===== config.mk =====
export PLATFORM = sky130hd
export DESIGN_NAME = ddps_top
export DESIGN_NICKNAME = d
export VERILOG_FILES = /design/src/logic/ddps_pkg.sv /design/src/logic/ddps_pointer_bank.sv /design/src/logic/ddps_top.sv
export SDC_FILE = /design/constraint.sdc
export NUM_CORES = 1
export LEC_CHECK = 0
export BUFFER_PORTS_ARGS = -buffer_cell sky130_fd_sc_hd__buf_2
export CAP_MARGIN = 30
export CORE_MARGIN = 8
export CORE_UTILIZATION = 55
export CTS_CLUSTER_SIZE = 40
export DETAILED_ROUTE_END_ITERATION = 8
export MAX_ROUTING_LAYER = met4
export PLACE_DENSITY = 0.89
export SLEW_MARGIN = 20
export SYNTH_ARGS = -nofsm -noshare
export SYNTH_HDL_FRONTEND = slang
export SYNTH_HIERARCHICAL = 1
export SYNTH_SLANG_ARGS = --single-unit

===== constraint.sdc =====
create_clock -name sys_clk -period 2.4 [get_ports sys_clk]
set_input_delay 0.24 -clock sys_clk [delete_from_list [all_inputs] [get_ports sys_clk]]
set_output_delay 0.24 -clock sys_clk [all_outputs]
set_load 0.005 [all_outputs]

===== src/logic/ddps_pkg.sv =====
/*
  Constants shared by the dual data pointer select block: the special
  function register address, the field positions of the auxiliary pointer
  and boot control register, reset values and the pointer operation codes.
  Assumes an 8-bit special function register bus on the core clock.
*/
package ddps_pkg;

  // ----------------------------------------------------------------------
  // Register address and fields
  // ----------------------------------------------------------------------
  localparam logic [7:0] AUX_POINTER_BOOT_CONTROL_ADDR = 8'hA2;
  localparam int         POINTER_SELECT_BIT_POS        = 0;
  localparam int         STUCK_ZERO_BIT_POS            = 2;
  localparam int         USER_FLAG_BIT_POS             = 3;
  localparam int         BOOT_ROM_MAP_ENABLE_POS       = 5;
  localparam logic [7:0] AUX_IMPLEMENTED_MASK          = 8'h29;

  // Reset values; undefined bits settle to zero here.
  localparam logic       POINTER_SELECT_RESET          = 1'b0;
  localparam logic       USER_FLAG_RESET               = 1'b0;
  localparam logic       BOOT_ENABLE_RESET             = 1'b0;
  localparam logic [15:0] DATA_POINTER_RESET           = 16'h0000;

  // Boot ROM window in code space.
  localparam logic [15:0] BOOT_ROM_BASE                = 16'hF800;
  localparam logic [15:0] BOOT_ROM_TOP                 = 16'hFFFF;

  // ----------------------------------------------------------------------
  // Data pointer operations requested by the core
  // ----------------------------------------------------------------------
  typedef enum logic [1:0] {
    DDPS_OP_NONE = 2'b00,
    DDPS_OP_LOAD = 2'b01,
    DDPS_OP_INC  = 2'b10
  } ddps_op_t;

endpackage


===== src/logic/ddps_pointer_bank.sv =====
/*
  Bank of two 16-bit data pointers. Only the pointer chosen by the select
  input is loaded or incremented; the other keeps its value. The read data
  of the active pointer come out of a register.
  Assumes a synchronised active-low reset and operations from core logic.
*/
`timescale 1ns/1ps
module ddps_pointer_bank
  import ddps_pkg::*;
(
  input  wire logic            sys_clk,
  input  wire logic            rstSync_n,
  input  wire logic            pointerSelect,
  input  wire ddps_pkg::ddps_op_t pointerOp,
  input  wire logic [15:0]     loadValue,
  output logic [15:0]          activePointer,
  output logic [15:0]          pointerZero,
  output logic [15:0]          pointerOne
);
  import ddps_pkg::*;

  logic [15:0] pointerReg [2];
  logic [15:0] nextPointer [2];
  logic [15:0] next_activePointer;

  // ----------------------------------------------------------------------
  // Next pointer values
  // ----------------------------------------------------------------------
  // Each slot is updated only when it is the selected one.
  for (genvar i = 0; i < 2; i++) begin : g_slot
    always_comb begin
      nextPointer[i] = pointerReg[i];
      if (pointerSelect == 1'(i)) begin
        case (pointerOp)
          DDPS_OP_LOAD: nextPointer[i] = loadValue;
          DDPS_OP_INC:  nextPointer[i] = pointerReg[i] + 16'h0001;
          default:      nextPointer[i] = pointerReg[i];
        endcase
      end
    end

    always_ff @(posedge sys_clk or negedge rstSync_n) begin
      if (!rstSync_n) begin
        pointerReg[i] <= DATA_POINTER_RESET;
      end else begin
        pointerReg[i] <= nextPointer[i];
      end
    end
  end

  // Registered view of the currently selected pointer after this cycle's operation.
  always_comb begin
    next_activePointer = nextPointer[pointerSelect];
  end

  always_ff @(posedge sys_clk or negedge rstSync_n) begin
    if (!rstSync_n) begin
      activePointer <= DATA_POINTER_RESET;
    end else begin
      activePointer <= next_activePointer;
    end
  end

  assign pointerZero = pointerReg[0];
  assign pointerOne  = pointerReg[1];

  // ----------------------------------------------------------------------
  // Checks
  // ----------------------------------------------------------------------
  property p_idle_slot_holds;
    @(posedge sys_clk) disable iff (!rstSync_n)
    (pointerOp != DDPS_OP_NONE && !pointerSelect) |=>
      pointerReg[1] == $past(pointerReg[1]);
  endproperty
  a_idle_slot_holds: assert property (p_idle_slot_holds)
    else $error("Unselected pointer one changed.");

  property p_inc_selected;
    @(posedge sys_clk) disable iff (!rstSync_n)
    (pointerOp == DDPS_OP_INC && !pointerSelect) |=>
      pointerReg[0] == $past(pointerReg[0]) + 16'h0001;
  endproperty
  a_inc_selected: assert property (p_inc_selected)
    else $error("Selected pointer zero did not increment.");

endmodule


===== src/logic/ddps_top.sv =====
/*
  Dual data pointer select block: the auxiliary pointer and boot control
  register on the special function register bus, two data pointers, and the
  boot ROM window decode for code fetches.
  Assumes a single-cycle byte-wide register bus and core pointer requests
  on the same clock.
*/
//
// Overview of operation
// - Two independent 16-bit data pointers each hold an external memory address.
// - Register bit 0 selects the active pointer: 0 is zero, 1 is one.
// - Bit 5 set maps boot ROM at F800h to FFFFh; cleared disables it.
// - Bit 3 is a plain user flag with no hardware effect.
// - Bit 2 always reads zero whatever is written.
// - Incrementing the register flips the select bit and leaves the flag.
// - Reset clears the select bit and bit 2 reads zero.
// - The register decodes at address A2h as a whole byte.
`timescale 1ns/1ps
module ddps_top
  import ddps_pkg::*;
(
  input  wire logic               sys_clk,
  input  wire logic               rst_n,
  input  wire logic [7:0]         sfrAddr,
  input  wire logic               sfrWrite,
  input  wire logic               sfrRead,
  input  wire logic [7:0]         sfrWriteData,
  input  wire logic               sfrIncrement,
  output logic [7:0]              sfrReadData,
  output logic                    sfrHit,
  input  wire ddps_pkg::ddps_op_t pointerOp,
  input  wire logic [15:0]        pointerLoadValue,
  output logic [15:0]             dataPointer,
  input  wire logic [15:0]        codeFetchAddr,
  output logic                    bootRomSelect,
  output logic                    pointerSelectBit,
  output logic                    bootRomMapEnable,
  output logic                    userFlagBit
);
  import ddps_pkg::*;

  // ----------------------------------------------------------------------
  // Reset release
  // ----------------------------------------------------------------------
  logic rstMeta_n;
  logic rstSync_n;

  // Release is synchronised so that no flop leaves reset on a metastable edge.
  always_ff @(posedge sys_clk or negedge rst_n) begin
    if (!rst_n) begin
      rstMeta_n <= 1'b0;
      rstSync_n <= 1'b0;
    end else begin
      rstMeta_n <= 1'b1;
      rstSync_n <= rstMeta_n;
    end
  end

  // ----------------------------------------------------------------------
  // Register decode
  // ----------------------------------------------------------------------
  function automatic logic hitsAux(input logic [7:0] addr);
    hitsAux = (addr == AUX_POINTER_BOOT_CONTROL_ADDR);
  endfunction

  function automatic logic [7:0] auxImage(input logic sel, input logic flag,
                                          input logic boot);
    logic [7:0] img;
    img = 8'h00;
    img[POINTER_SELECT_BIT_POS]  = sel;
    img[USER_FLAG_BIT_POS]       = flag;
    img[BOOT_ROM_MAP_ENABLE_POS] = boot;
    auxImage = img;
  endfunction

  logic       next_pointerSelectBit;
  logic       next_userFlagBit;
  logic       next_bootRomMapEnable;
  logic [7:0] next_sfrReadData;
  logic       next_sfrHit;
  logic [7:0] incremented;

  // Register writes and read-modify-increment. The unimplemented bit 1 absorbs
  // the carry of bit 0, so an increment only toggles the select.
  always_comb begin
    incremented = auxImage(pointerSelectBit, userFlagBit, bootRomMapEnable)
                  + 8'h01;
    next_pointerSelectBit = pointerSelectBit;
    next_userFlagBit      = userFlagBit;
    next_bootRomMapEnable = bootRomMapEnable;
    if (hitsAux(sfrAddr) && sfrIncrement) begin
      next_pointerSelectBit = incremented[POINTER_SELECT_BIT_POS];
    end else if (hitsAux(sfrAddr) && sfrWrite) begin
      next_pointerSelectBit = sfrWriteData[POINTER_SELECT_BIT_POS];
      next_userFlagBit      = sfrWriteData[USER_FLAG_BIT_POS];
      next_bootRomMapEnable = sfrWriteData[BOOT_ROM_MAP_ENABLE_POS];
    end
    next_sfrHit      = hitsAux(sfrAddr) && (sfrRead || sfrWrite ||
                                            sfrIncrement);
    next_sfrReadData = 8'h00;
    if (hitsAux(sfrAddr) && sfrRead) begin
      next_sfrReadData = auxImage(pointerSelectBit, userFlagBit,
                                  bootRomMapEnable);
    end
  end

  always_ff @(posedge sys_clk or negedge rstSync_n) begin
    if (!rstSync_n) begin
      pointerSelectBit <= POINTER_SELECT_RESET;
      userFlagBit      <= USER_FLAG_RESET;
      bootRomMapEnable <= BOOT_ENABLE_RESET;
      sfrReadData      <= 8'h00;
      sfrHit           <= 1'b0;
    end else begin
      pointerSelectBit <= next_pointerSelectBit;
      userFlagBit      <= next_userFlagBit;
      bootRomMapEnable <= next_bootRomMapEnable;
      sfrReadData      <= next_sfrReadData;
      sfrHit           <= next_sfrHit;
    end
  end

  // ----------------------------------------------------------------------
  // Boot ROM window
  // ----------------------------------------------------------------------
  logic next_bootRomSelect;

  // Registered so the output is glitch free; callers see it one cycle late.
  always_comb begin
    next_bootRomSelect = bootRomMapEnable &&
                         codeFetchAddr >= BOOT_ROM_BASE &&
                         codeFetchAddr <= BOOT_ROM_TOP;
  end

  always_ff @(posedge sys_clk or negedge rstSync_n) begin
    if (!rstSync_n) begin
      bootRomSelect <= 1'b0;
    end else begin
      bootRomSelect <= next_bootRomSelect;
    end
  end

  // ----------------------------------------------------------------------
  // Data pointers
  // ----------------------------------------------------------------------
  // The bank sees the current select; a select change takes effect for
  // pointer operations from the following cycle.
  ddps_pointer_bank u_bank (
    .sys_clk       (sys_clk),
    .rstSync_n     (rstSync_n),
    .pointerSelect (pointerSelectBit),
    .pointerOp     (pointerOp),
    .loadValue     (pointerLoadValue),
    .activePointer (dataPointer),
    .pointerZero   (),
    .pointerOne    ()
  );

  // ----------------------------------------------------------------------
  // Checks
  // ----------------------------------------------------------------------
  property p_inc_toggles;
    @(posedge sys_clk) disable iff (!rstSync_n)
    (sfrIncrement && hitsAux(sfrAddr)) |=>
      pointerSelectBit != $past(pointerSelectBit) &&
      userFlagBit == $past(userFlagBit);
  endproperty
  a_inc_toggles: assert property (p_inc_toggles)
    else $error("Increment did not toggle select cleanly.");

  property p_bit2_zero;
    @(posedge sys_clk) disable iff (!rstSync_n)
    sfrReadData[STUCK_ZERO_BIT_POS] == 1'b0;
  endproperty
  a_bit2_zero: assert property (p_bit2_zero)
    else $error("Bit 2 read as one.");

  property p_write_select;
    @(posedge sys_clk) disable iff (!rstSync_n)
    (sfrWrite && !sfrIncrement && hitsAux(sfrAddr)) |=>
      pointerSelectBit == $past(sfrWriteData[POINTER_SELECT_BIT_POS]) &&
      userFlagBit == $past(sfrWriteData[USER_FLAG_BIT_POS]);
  endproperty
  a_write_select: assert property (p_write_select)
    else $error("Write did not set select and flag.");

  property p_boot_window;
    @(posedge sys_clk) disable iff (!rstSync_n)
    bootRomSelect |-> $past(bootRomMapEnable) &&
      $past(codeFetchAddr) >= BOOT_ROM_BASE;
  endproperty
  a_boot_window: assert property (p_boot_window)
    else $error("Boot ROM selected outside window.");

  property p_other_addr;
    @(posedge sys_clk) disable iff (!rstSync_n)
    (!hitsAux(sfrAddr)) |=>
      pointerSelectBit == $past(pointerSelectBit) && !sfrHit;
  endproperty
  a_other_addr: assert property (p_other_addr)
    else $error("Foreign address touched the register.");

  property p_reset_select;
    @(posedge sys_clk) $rose(rstSync_n) |-> !pointerSelectBit;
  endproperty
  a_reset_select: assert property (p_reset_select)
    else $error("Select not cleared by reset.");

  property p_flag_read;
    @(posedge sys_clk) disable iff (!rstSync_n)
    (sfrRead && hitsAux(sfrAddr) && !sfrWrite && !sfrIncrement) |=>
      sfrReadData[USER_FLAG_BIT_POS] == userFlagBit;
  endproperty
  a_flag_read: assert property (p_flag_read)
    else $error("User flag read back wrong.");

  property p_pointer_follows;
    @(posedge sys_clk) disable iff (!rstSync_n)
    (pointerOp == DDPS_OP_LOAD && !sfrIncrement && !sfrWrite) |=>
      dataPointer == $past(pointerLoadValue);
  endproperty
  a_pointer_follows: assert property (p_pointer_follows)
    else $error("Active pointer did not take load.");

endmodule


==> impl_metrics.yaml <==
global_routing:
  gr-usage-all-layers_pct: 23.9
  grt_pass1_wl_um: 18800
  grt_pass1_vias: 3807
  antenna_found_initial: 0
  grt_overflow_total: 0
  grt_max_degree: 57
worst_hold_path:
  worstHoldStart: "codeFetchAddr[14]"
  hold_path_class: "in2reg"
  hold_depth: 3
  whs_endpoint: "bootRomSelect"
critical_path:
  slowest_delay_ns: 0.50
  worstPathMaxFanout: 5
  setup.worst_path.start_class: "register"
  r2r-end: "u_bank/activePointer[14]"
  path_cells: "ha_1 -> nand3_1 -> nor4_2 -> mux2_2 -> a311o_1"
  crit_type: "reg2reg"
  crit_path_end_kind: "register"
  worst_ep_arrival_time_ns: 2.36
  rr_worst_depth: 5
  rr_startpoint: "u_bank/pointerOne[0]"
  reg2reg_slack_ns: 0.27
  crit_path_top_delay_cell: "nor4_2"
  required_ns: 2.63
sta:
  setup_viol: 0
  fin_setup_tns_ns: 0
  setup_slack_ns: 0.268
  skew_ns: 0.00756
  rsz0062_at_grt: "no"
  fmax_mhz: 469
  slew_headroom_pct: 41.4
  worst_slew_pin_slew_ns: 0.879
  fin_crit_sh_pct: 88.8
  min_period_ns: 2.13
  hold_violations: 0
  drv_slew: 0
logic_synthesis:
  yosysUniqueCellTypes: 65
  ys_async_sr_fraction_pct: 100
  ys_ff_latch: 58
  synth.most_common_cell: "dfrtp_1"
  synth-xor-area-share_pct: 0.442
  synthAdderAreaFrac_pct: 1.26
  yosysTopAreaCellShare_pct: 36.6
  synthCells: 460
  yosys_warnings: 6
  yosysTopAreaCell: "dfrtp_1"
  synth_edf_count: 0
  ys.flop_type: "dfrtp_1"
  synth_top_family_by_area: "simple AND/OR/NAND/NOR gates"
  synth_commonest_cells: "dfrtp_1 (58), nand2_1 (52), o21ai_0 (38)"
  syn_area_mm2: 0.00396
  yosys.area_share.simple_pct: 25.6
  ys_top_cells_by_area: "dfrtp_1 (37%), nand2_1 (4.9%), o21ai_0 (4.8%)"
  yosysSeqAreaShare_pct: 36.6
  synth_mux_area_share_pct: 5.78
  synth_compound_area_share_pct: 23.7
  syn_avg_cell_area_um2: 8.62
clocking:
  cts_resized: 0
  clockBufferDepth: 2
  insertion_delay_ns: 0.35
  cts_hold_buf: 1
  cts_sinks: 58
  root_buffer: "clkbuf_8"
  cts_tree: "built"
  cts_buffers: 9
  cts_setup_buffers: 0
  htree_levels: 3
  clk_pin_slew_worst_paths_ns: 0.07
floorplan:
  fp.dieArea_mm2: 0.0102
  start_util_pct: 55.8
  ios: 84
  core.rowCount: 31
  fp.dieH_um: 101
  coreArea_mm2: 0.00710
  die_w_um: 101
power_and_ir_drop:
  power_density_mw_per_mm2: 673
  max-vdd-ir-drop_v: 0.000365
  cellLeakagePower_nw: 1.99
drt:
  drt_iter0_markers: 389
  wl_per_cell_um: 19.0
  drcViolationCount: 0
  ant_nets: 0
  vias: 4030
  viasPerCell: 6.52
  dr.pass1.iters: 5
  routed_wl_um: 11800
layout:
  antennaDiodeCount: 0
  nets: 573
  drive_gt1_share_pct: 23.3
  area_growth_pct: 16.9
flow_run:
  drv_cap: 0
run_status:
  status: "finished, final reports clean"
place:
  dp_hpwl_um: 8360
  gp_congestion: 0.918
  port_buffers: 62
  place_ws_ns: 0.294
## metrics by stage
step	instances	utilization (%)	total power [mW]	hold WS, ns	cell area [µm²]
final	618	65.3	3.12	0.0980	4630
after global routing	618	65.3	3.25	0.111	4630
after CTS	618	65.3	3.10	0.0878	4630
after detailed placement	601	61.7	1.99	0.0271	4380
after global placement	601	61.7	1.96	0.0242	4380
after floorplan	464	-	1.72	-0.0556	3980
## sequential cells by signal (all words and copies together) (netlist names)
register,count
userFlagBit,1
bootRomMapEnable,1
u_bank/pointerOne,16
rstMeta_n,1
bootRomSelect,1
u_bank/activePointer,16
pointerSelectBit,1
rstSync_n,1
u_bank/pointerZero,16
sfrHit,1
sfrReadData,3
## cell families after synthesis
kind of cell,Yosys count
simple gates,178
fa+ha+maj,4
mux,22
buf+inv,58
xor+xnor,2
other cells,2
flops,58
compound gates,136
## per-layer routing
metal | global-route usage (%) | share of wire (%) | wire length (µm) | vias up
li1 | - | - | - | 1824
met1 | 29.2 | 41 | 4850 | 1920
met2 | 37.9 | 48 | 5600 | 247
met3 | 4.14 | 8.2 | 959 | 39
met4 | 10.9 | 2.9 | 342 | 0
met5 | - | 0 | 0 | -
## worst max-delay path by stage
stage                                    start                       end  slack, ns
after CTS                 u_bank/pointerOne[0]  u_bank/activePointer[14]       0.31
after global routing      u_bank/pointerOne[0]  u_bank/activePointer[14]       0.18
after global placement            pointerOp[1]   u_bank/activePointer[2]       0.35
final                     u_bank/pointerOne[0]  u_bank/activePointer[14]       0.27
after detailed placement          pointerOp[1]   u_bank/activePointer[2]       0.29
after floorplan           u_bank/pointerOne[0]  u_bank/activePointer[14]       0.56
## power by group
group | internal (mW) | total [mW] | switching [mW]
Clock | 0.687 | 1.11 | 0.428
Combinational | 0.311 | 0.723 | 0.412
Sequential | 1.11 | 1.28 | 0.170
Total | 2.11 | 3.12 | 1.01
## final cells by class
cell class,count,area (µm²)
inverter,13,48.8
tap,99,124
sequential,58,1450
clock buffer,9,124
multi-input combinational,348,2270
clock inverter,7,118
timing repair buffer,84,490
fill,598,2470
## critical path, delay by kind of cell, from the launching register on
family,cells,cell delay [ns]
flip-flops,1,0.42
adder cells (fa/ha/maj),1,0.22
multiplexers,1,0.39
AND/OR/NAND/NOR,2,0.64
AO/OA/AOI/OAI,1,0.36
## layout by cell type (no fill, tap or decap), types with 7 or more instances in the layout
master and n:
dfrtp_1 57, mux2i_1 15, a21oi_1 23, nor3_1 13
nand2b_1 10, nand3_1 15, inv_1 13, buf_2 62
buf_4 20, o21ai_0 38, nor4_1 8, nand2_1 52
nand4_1 9, o211ai_1 11, clkbuf_8 9, nor2_1 25
a221oi_1 7
Note: power is estimated with default switching activity, not from simulation.
